==> config.mk <==
export PLATFORM = sky130hd
export DESIGN_NAME = system_address_decoder
export DESIGN_NICKNAME = d
export VERILOG_FILES = /design/src/hdl/addr_decode_pkg.sv /design/src/hdl/region_lookup.sv /design/src/hdl/system_address_decoder.sv
export VERILOG_INCLUDE_DIRS = /design/src /design/src/hdl
export SDC_FILE = /design/constraint.sdc
export NUM_CORES = 1
export LEC_CHECK = 0
export ABC_AREA = 1
export BUFFER_PORTS_ARGS = -buffer_cell sky130_fd_sc_hd__buf_4
export CORE_ASPECT_RATIO = 0.75
export CORE_MARGIN = 2
export CORE_UTILIZATION = 50
export DETAILED_ROUTE_END_ITERATION = 8
export PLACE_DENSITY = 0.86
export SLEW_MARGIN = 20
export SYNTH_ARGS = -nofsm -noshare
export SYNTH_HDL_FRONTEND = slang
export SYNTH_SLANG_ARGS = --single-unit
export TNS_END_PERCENT = 5
==> constraint.sdc <==
create_clock -name CLK -period 4.2 [get_ports CLK]
set_input_delay 0.42 -clock CLK [delete_from_list [all_inputs] [get_ports CLK]]
set_output_delay 0.42 -clock CLK [all_outputs]
set_load 0.05 [all_outputs]
==> src/hdl/addr_decode_params.svh <==
// Address decoder constants: region bounds, memory bounds and master count.
// Assumes inclusion by bare name from the decoder modules.
`ifndef ADDR_DECODE_PARAMS_SVH
`define ADDR_DECODE_PARAMS_SVH

// Top-level regions, inclusive bounds
`define PROG_LO 32'h0000_0000
`define PROG_HI 32'h1FFF_FFFF
`define NOMEM_LO 32'h2000_0000
`define NOMEM_HI 32'h3FFF_FFFF
`define PERI_LO 32'h4000_0000
`define PERI_HI 32'h5FFF_FFFF
`define SERMEM_LO 32'h6000_0000
`define SERMEM_HI 32'h9FFF_FFFF
`define UNUSED_LO 32'hA000_0000
`define UNUSED_HI 32'hDFFF_FFFF
`define PRIV_LO 32'hE000_0000
`define PRIV_HI 32'hE00F_FFFF
`define SYSREG_LO 32'hE010_A000
`define SYSREG_HI 32'hFFFF_FFFF

// Memories inside the program region
`define ROM_LO 32'h0000_0000
`define ROM_HI 32'h0000_FFFF
`define SRAM_LO 32'h0800_0000
`define SRAM_HI 32'h0801_FFFF
`define AFLASH_LO 32'h1000_0000
`define AFLASH_HI 32'h1003_FFFF
`define SUPERVISORY_FLASH_LO 32'h1600_0000
`define SUPERVISORY_FLASH_HI 32'h1600_7FFF

// Number of requesting masters
`define NUM_MASTERS 2

`endif

==> src/hdl/addr_decode_pkg.sv <==
// Address decoder types: target codes, request and answer structs.
// Assumes nothing beyond a SystemVerilog compiler.
package addr_decode_pkg;

  // One-hot target select
  typedef enum logic [8:0] {
    TGT_NONE = 9'h001,
    TGT_ROM = 9'h002,
    TGT_SRAM = 9'h004,
    TGT_AFLASH = 9'h008,
    TGT_SUPERVISORY_FLASH = 9'h010,
    TGT_PERI = 9'h020,
    TGT_SERMEM = 9'h040,
    TGT_PRIV = 9'h080,
    TGT_SYSREG = 9'h100
  } target_t;

  // Request from a master
  typedef struct packed {
    logic valid;
    logic write;
    logic fetch;
    logic [31:0] addr;
  } req_t;

  // Registered routing result
  typedef struct packed {
    logic valid;
    target_t target;
    logic [31:0] addr;
    logic write;
    logic wr_block;
    logic error;
  } route_t;

  // Arbiter state
  typedef enum logic [1:0] {
    GRANT_MAIN = 2'h1,
    GRANT_SEC = 2'h2
  } grant_t;

endpackage

==> src/hdl/region_lookup.sv <==
// Combinational region lookup of one 32-bit address.
// Assumes the address and attributes are stable within the cycle.
`timescale 1ns/100ps
`default_nettype none
`include "addr_decode_params.svh"

module region_lookup (
  // Request
  input wire addr_decode_pkg::req_t req,
  input wire logic secure_stage,
  // Result
  output var addr_decode_pkg::target_t target,
  output logic wr_block,
  output logic error
);

  // Inclusive range test
  function automatic logic in_range(input logic [31:0] a, input logic [31:0] lo,
                                    input logic [31:0] hi);
    in_range = (a >= lo) && (a <= hi);
  endfunction

  // Map address to target, master-independent
  always_comb begin
    target = addr_decode_pkg::TGT_NONE; // RULE_01
    wr_block = 1'b0;
    if (in_range(req.addr, `ROM_LO, `ROM_HI)) begin
      target = addr_decode_pkg::TGT_ROM; // RULE_09
    end else if (in_range(req.addr, `SRAM_LO, `SRAM_HI)) begin
      target = addr_decode_pkg::TGT_SRAM; // RULE_10
    end else if (in_range(req.addr, `AFLASH_LO, `AFLASH_HI)) begin
      target = addr_decode_pkg::TGT_AFLASH; // RULE_11
    end else if (in_range(req.addr, `SUPERVISORY_FLASH_LO, `SUPERVISORY_FLASH_HI)) begin
      target = addr_decode_pkg::TGT_SUPERVISORY_FLASH; // RULE_12
      wr_block = req.write && secure_stage; // RULE_14
    end else if (in_range(req.addr, `PROG_LO, `PROG_HI)) begin
      target = addr_decode_pkg::TGT_NONE; // RULE_02
    end else if (in_range(req.addr, `NOMEM_LO, `NOMEM_HI)) begin
      target = addr_decode_pkg::TGT_NONE; // RULE_03
    end else if (in_range(req.addr, `PERI_LO, `PERI_HI)) begin
      target = req.fetch ? addr_decode_pkg::TGT_NONE : addr_decode_pkg::TGT_PERI; // RULE_04
    end else if (in_range(req.addr, `SERMEM_LO, `SERMEM_HI)) begin
      target = addr_decode_pkg::TGT_SERMEM; // RULE_05
    end else if (in_range(req.addr, `UNUSED_LO, `UNUSED_HI)) begin
      target = addr_decode_pkg::TGT_NONE; // RULE_06
    end else if (in_range(req.addr, `PRIV_LO, `PRIV_HI)) begin
      target = addr_decode_pkg::TGT_PRIV; // RULE_07
    end else if (in_range(req.addr, `SYSREG_LO, `SYSREG_HI)) begin
      target = addr_decode_pkg::TGT_SYSREG; // RULE_08
    end
    // Unmapped or refused gives an error
    error = req.valid && (target == addr_decode_pkg::TGT_NONE); // RULE_15
  end

endmodule
`default_nettype wire

==> src/hdl/system_address_decoder.sv <==
// System address decoder: two masters share one fixed 32-bit map.
// Assumes masters hold requests until granted; one clock, async reset.
// Overview of operation
// RULE_01: Fixed 32-bit map, same for every master
// RULE_02: Low 512 MB is the program region
// RULE_03: 0x2000_0000 window has no memory
// RULE_04: Peripheral space; fetches refused, no bit-band
// RULE_05: Serial memory window allows fetch and data
// RULE_06: 0xA000_0000 to 0xDFFF_FFFF unused
// RULE_07: Core-private bus window
// RULE_08: Device system register region
// RULE_09: 64 KB boot ROM at zero
// RULE_10: 128 KB SRAM at 0x0800_0000
// RULE_11: 256 KB application flash at 0x1000_0000
// RULE_12: 32 KB supervisory flash at 0x1600_0000
// RULE_13: Both cores share one identical map
// RULE_14: Secure stage blocks supervisory flash writes
// RULE_15: Unmapped access answers with bus error
`timescale 1ns/100ps
`default_nettype none
`include "addr_decode_params.svh"

module system_address_decoder (
  // Clock and reset
  input wire logic CLK,
  input wire logic NRST,
  // Lifecycle
  input wire logic SECURE_STAGE,
  // Main core request
  input wire addr_decode_pkg::req_t MAIN_REQ,
  output logic MAIN_GNT,
  // Secondary core request
  input wire addr_decode_pkg::req_t SEC_REQ,
  output logic SEC_GNT,
  // Routed access
  output var addr_decode_pkg::route_t ROUTE,
  output logic [1:0] ROUTE_MASTER
);

  // Whole state of the block
  typedef struct packed {
    addr_decode_pkg::grant_t last;
    addr_decode_pkg::route_t route;
    logic [1:0] master;
  } state_t;

  state_t s_q; // Registered state
  state_t s_d; // Next state
  addr_decode_pkg::req_t sel_req; // Chosen request
  addr_decode_pkg::target_t tgt; // Lookup target
  logic blk; // Write blocked
  logic err; // Error flag
  logic pick_sec; // Secondary wins this cycle

  // Shared lookup for both cores
  region_lookup u_lookup ( // RULE_13
    .req(sel_req),
    .secure_stage(SECURE_STAGE),
    .target(tgt),
    .wr_block(blk),
    .error(err)
  );

  // Round-robin pick and next state
  always_comb begin
    s_d = s_q;
    pick_sec = SEC_REQ.valid && (!MAIN_REQ.valid || s_q.last == addr_decode_pkg::GRANT_MAIN);
    sel_req = pick_sec ? SEC_REQ : MAIN_REQ; // RULE_13
    s_d.route.valid = sel_req.valid;
    s_d.route.target = tgt;
    s_d.route.addr = sel_req.addr;
    // Write qualified by valid, so released request lines never show a write
    s_d.route.write = sel_req.valid && sel_req.write && !blk; // RULE_14
    s_d.route.wr_block = sel_req.valid && blk;
    s_d.route.error = err; // RULE_15
    if (sel_req.valid) begin
      s_d.last = pick_sec ? addr_decode_pkg::GRANT_SEC : addr_decode_pkg::GRANT_MAIN;
      s_d.master = pick_sec ? 2'h2 : 2'h1;
    end else begin
      s_d.master = 2'h0;
    end
  end

  // State register
  always_ff @(posedge CLK or negedge NRST) begin
    if (!NRST) begin
      s_q <= '{last: addr_decode_pkg::GRANT_SEC, route: '{valid: 1'b0,
               target: addr_decode_pkg::TGT_NONE, addr: 32'h0000_0000,
               write: 1'b0, wr_block: 1'b0, error: 1'b0}, master: 2'h0};
    end else begin
      s_q <= s_d;
    end
  end

  // Grants are combinational
  assign MAIN_GNT = MAIN_REQ.valid && !pick_sec;
  assign SEC_GNT = pick_sec;
  assign ROUTE = s_q.route;
  assign ROUTE_MASTER = s_q.master;

  // Checks
  rom_sel_a: assert property (@(posedge CLK) disable iff (!NRST) // RULE_09
    sel_req.valid && sel_req.addr <= `ROM_HI |=> ROUTE.target == addr_decode_pkg::TGT_ROM)
    else $error("boot rom not selected");
  nomem_err_a: assert property (@(posedge CLK) disable iff (!NRST) // RULE_03
    sel_req.valid && sel_req.addr[31:29] == 3'h1 |=> ROUTE.error)
    else $error("no-memory window not errored");
  peri_fetch_a: assert property (@(posedge CLK) disable iff (!NRST) // RULE_04
    sel_req.valid && sel_req.fetch && sel_req.addr[31:29] == 3'h2 |=> ROUTE.error)
    else $error("peripheral fetch not refused");
  sermem_ok_a: assert property (@(posedge CLK) disable iff (!NRST) // RULE_05
    sel_req.valid && sel_req.addr >= `SERMEM_LO && sel_req.addr <= `SERMEM_HI
    |=> ROUTE.target == addr_decode_pkg::TGT_SERMEM && !ROUTE.error)
    else $error("serial memory window misrouted");
  unused_err_a: assert property (@(posedge CLK) disable iff (!NRST) // RULE_06
    sel_req.valid && sel_req.addr >= `UNUSED_LO && sel_req.addr <= `UNUSED_HI |=> ROUTE.error)
    else $error("unused window not errored");
  priv_sel_a: assert property (@(posedge CLK) disable iff (!NRST) // RULE_07
    sel_req.valid && sel_req.addr[31:20] == 12'hE00 |=> ROUTE.target == addr_decode_pkg::TGT_PRIV)
    else $error("private bus not selected");
  supervisory_flash_lock_a: assert property (@(posedge CLK) disable iff (!NRST) // RULE_14
    sel_req.valid && sel_req.write && SECURE_STAGE && sel_req.addr >= `SUPERVISORY_FLASH_LO &&
    sel_req.addr <= `SUPERVISORY_FLASH_HI |=> !ROUTE.write && ROUTE.wr_block)
    else $error("secure flash write passed");
  err_none_a: assert property (@(posedge CLK) disable iff (!NRST) // RULE_15
    ROUTE.error |-> ROUTE.valid && ROUTE.target == addr_decode_pkg::TGT_NONE)
    else $error("error without unmapped target");
  fair_grant_a: assert property (@(posedge CLK) disable iff (!NRST) // RULE_13
    MAIN_REQ.valid && SEC_REQ.valid && MAIN_GNT |=> !(MAIN_REQ.valid && SEC_REQ.valid) || SEC_GNT)
    else $error("secondary core starved");

  sram_cov_c: cover property (@(posedge CLK) ROUTE.valid && ROUTE.target == addr_decode_pkg::TGT_SRAM);
  both_req_c: cover property (@(posedge CLK) MAIN_REQ.valid && SEC_REQ.valid);
  err_cov_c: cover property (@(posedge CLK) ROUTE.error);
  lock_cov_c: cover property (@(posedge CLK) ROUTE.wr_block);

endmodule
`default_nettype wire

==> run metrics <==
proportion of synthesized area in mux cells=less than 1%; root buffer cell=clkbuf_8; Power Dens Cells=383 nW/µm²; I/O pin total=122; vias post-DR=between 2000 and 2500; Post-Synth Simple-Gate Area=approximately 30%; commonest cells after routing, fill and taps aside=buf_4, nand2_1, dfrtp_1, nor2_1, inv_1; Syn Inst Count=approximately 340; # diodes=0; final hold violation count=0; reg2reg end=ROUTE[0]; Min Hold Slack=0.123 ns; clock sinks=between 40 and 50; Rel. slew slack=59.4%; commonest non-fill, non-tap cell in the layout=buf_4; Leakage=~1.9 nW; final clock skew=between 0.005 and 0.006 ns; Hold Buf Count CTS=0; post-CTS sizing=0; initial DRC count=90; Initial Utilization=around 50%; Syn Nets=slightly above 400; cells on worst reg2reg path=14; largest net degree at the start of global routing=50; setup TNS=0 ns; vias in the first global route=approximately 2000; min Tclk post-route=approximately 2.7 ns; Synth Area in Adders=0%; hpwl dp=roughly 4500 µm; final count of pins violating max slew=0; critical path class=flop to output port; Max-Cap Viols=0; gr usage total=about 20%; largest family of logic cells by synthesized area=simple AND/OR/NAND/NOR gates; #FFs+latches synth=between 40 and 50; Hold Crit Class=input pin to asynchronous set/reset pin; first-pass GRT wire length=just over 9000 µm; Layout fillers=roughly 450; share of layout cells above drive strength 1=a little under two fifths; total grt overflow=0; maximum VDD drop=between 0.15 and 0.2 mV; average size of a mapped cell=between 8 and 9 µm²; clk slew on worst S/H paths=roughly 0.090 ns; worst-skew pair later-pin latency=0.29 ns; routed wire length=5950 µm; synthesis-to-layout area growth=25.6%; Fmax=around 370 MHz; Die X=88.8 µm; GP Congestion=slightly below 0.9; Mapped Area=2700 µm²; # Post-CTS Setup Buffers=0; Die ar.=6000 µm²; crit-path max FO=47; CP Launch Type=flop; Yosys Warn Count=0; clk buf depth=2; Slew @ Worst Pin=between 0.6 and 0.7 ns; CP Data Required Time=approximately 3.8 ns; core area=5270 µm²; number of remaining DRC errors=0; Port Buffers=~120; Setup crit end kind=output port; XOR/XNOR Fraction of Synth Area=0%; RR Startpoint=s_q[48]; DRT Pass-1 Iters=4; H-tree depth=2; status=completed; CP arrival=2.25 ns; NumNets Final=about 480; Final period util=about 64%; CTS tree=yes; final setup fails=0; initial antenna violation count=0; sequential area share after synthesis=a little under half; FP Rows=23; Synth Area in Compound Gates=under 10%; Die H=approximately 68 µm; Reg2Reg Setup Slack=between 1.5 and 2 ns; ANT nets after route=0; setup repair after global routing missed its margin=false; Netlist cell types=31; CTS buffer count=5; total power=1.30 mW; drt wl/cell=about 12 µm; vias per cell=roughly 4.6
where the power goes:
part / internal (mW) / switching [mW] / total (mW)
logic: 0.140 / 0.294 / 0.434
clock network: 0.179 / 0.157 / 0.335
registers: 0.517 / 0.0126 / 0.529
synthesized netlist by cell type (all sizes together):
| cell | n | area (µm²) |
|---|---|---|
| dfrtp | 47 | 1180 |
| dfstp | 2 | 52.6 |
| or2 | 1 | 6.26 |
| o21ai | 8 | 70.1 |
| nand3b | 3 | 22.5 |
| nor2 | 34 | 138 |
| nand2 | 124 | 508 |
| nand4 | 4 | 31.3 |
| and2 | 1 | 6.26 |
| buf | 56 | 422 |
| o21bai | 2 | 18.8 |
| mux2i | 1 | 10.0 |
| nand3 | 17 | 90.1 |
| nor3 | 3 | 25.0 |
| clkbuf | 1 | 3.75 |
| inv | 31 | 116 |
cell families (layout without fill, tap and decap cells):
logic type	Yosys count	count (layout)
simple gates	187	187
buf+inv	88	160
flops	49	49
compound gates	10	10
mux	1	1
cell type report:
cell class / instances / area [µm²] / area share, %
flip-flops and latches: 49 / 1230 / 36.3
repair buffers: 121 / 908 / 26.8
well taps: 75 / 93.8 / 2.77
clock buffers: 5 / 68.8 / 2.03
multi-input cells: 198 / 926 / 27.3
inverters: 31 / 116 / 3.44
clock inverters: 3 / 43.8 / 1.29
through the flow:
step | setup WS (ns) | std cells | util, % | instance area [µm²]
3_5_place_dp | 1.61 | 474 | 62.2 | 3270
2_1_floorplan | 1.83 | 335 | - | 2700
6_report | 1.53 | 482 | 64.3 | 3390
4_1_cts | 1.51 | 482 | 64.3 | 3390
5_1_grt | 1.33 | 482 | 64.3 | 3390
3_3_place_gp | 1.74 | 474 | 62.2 | 3270
how the worst max path moves through the flow:
stage | start | cells past startpoint | slack [ns] | end
finish | s_q[48] | 7 | 1.53 | MAIN_GNT
global route | s_q[48] | 14 | 1.33 | ROUTE[0]
CTS | s_q[48] | 7 | 1.51 | MAIN_GNT
detailed placement | s_q[48] | 14 | 1.61 | ROUTE[0]
global placement | s_q[48] | 14 | 1.74 | ROUTE[2]
floorplan | s_q[48] | 9 | 1.83 | MAIN_GNT
worst max-delay path: stages, from the launching register on:
cell and delay, ns:
dfstp_2 0.53, inv_2 0.03, nand2_2 0.06, nand2_4 0.12, nand2_4 0.46, inv_2 0.35, nor2_1 0.17, buf_4 0.21
flip-flops by register name, summed over array words and instances (netlist names):
| register | flops |
|---|---|
| ROUTE | 45 |
| ROUTE_MASTER | 2 |
| s_q | 2 |
routing by layer:
metal	up-vias	wire (µm)	global-route usage (%)
li1	1106	-	-
met2	115	2700	33.0
met4	0	19	3.41
met5	-	0	0
met1	995	2520	26.7
met3	2	708	5.38
(Power assumes the default switching activity.)
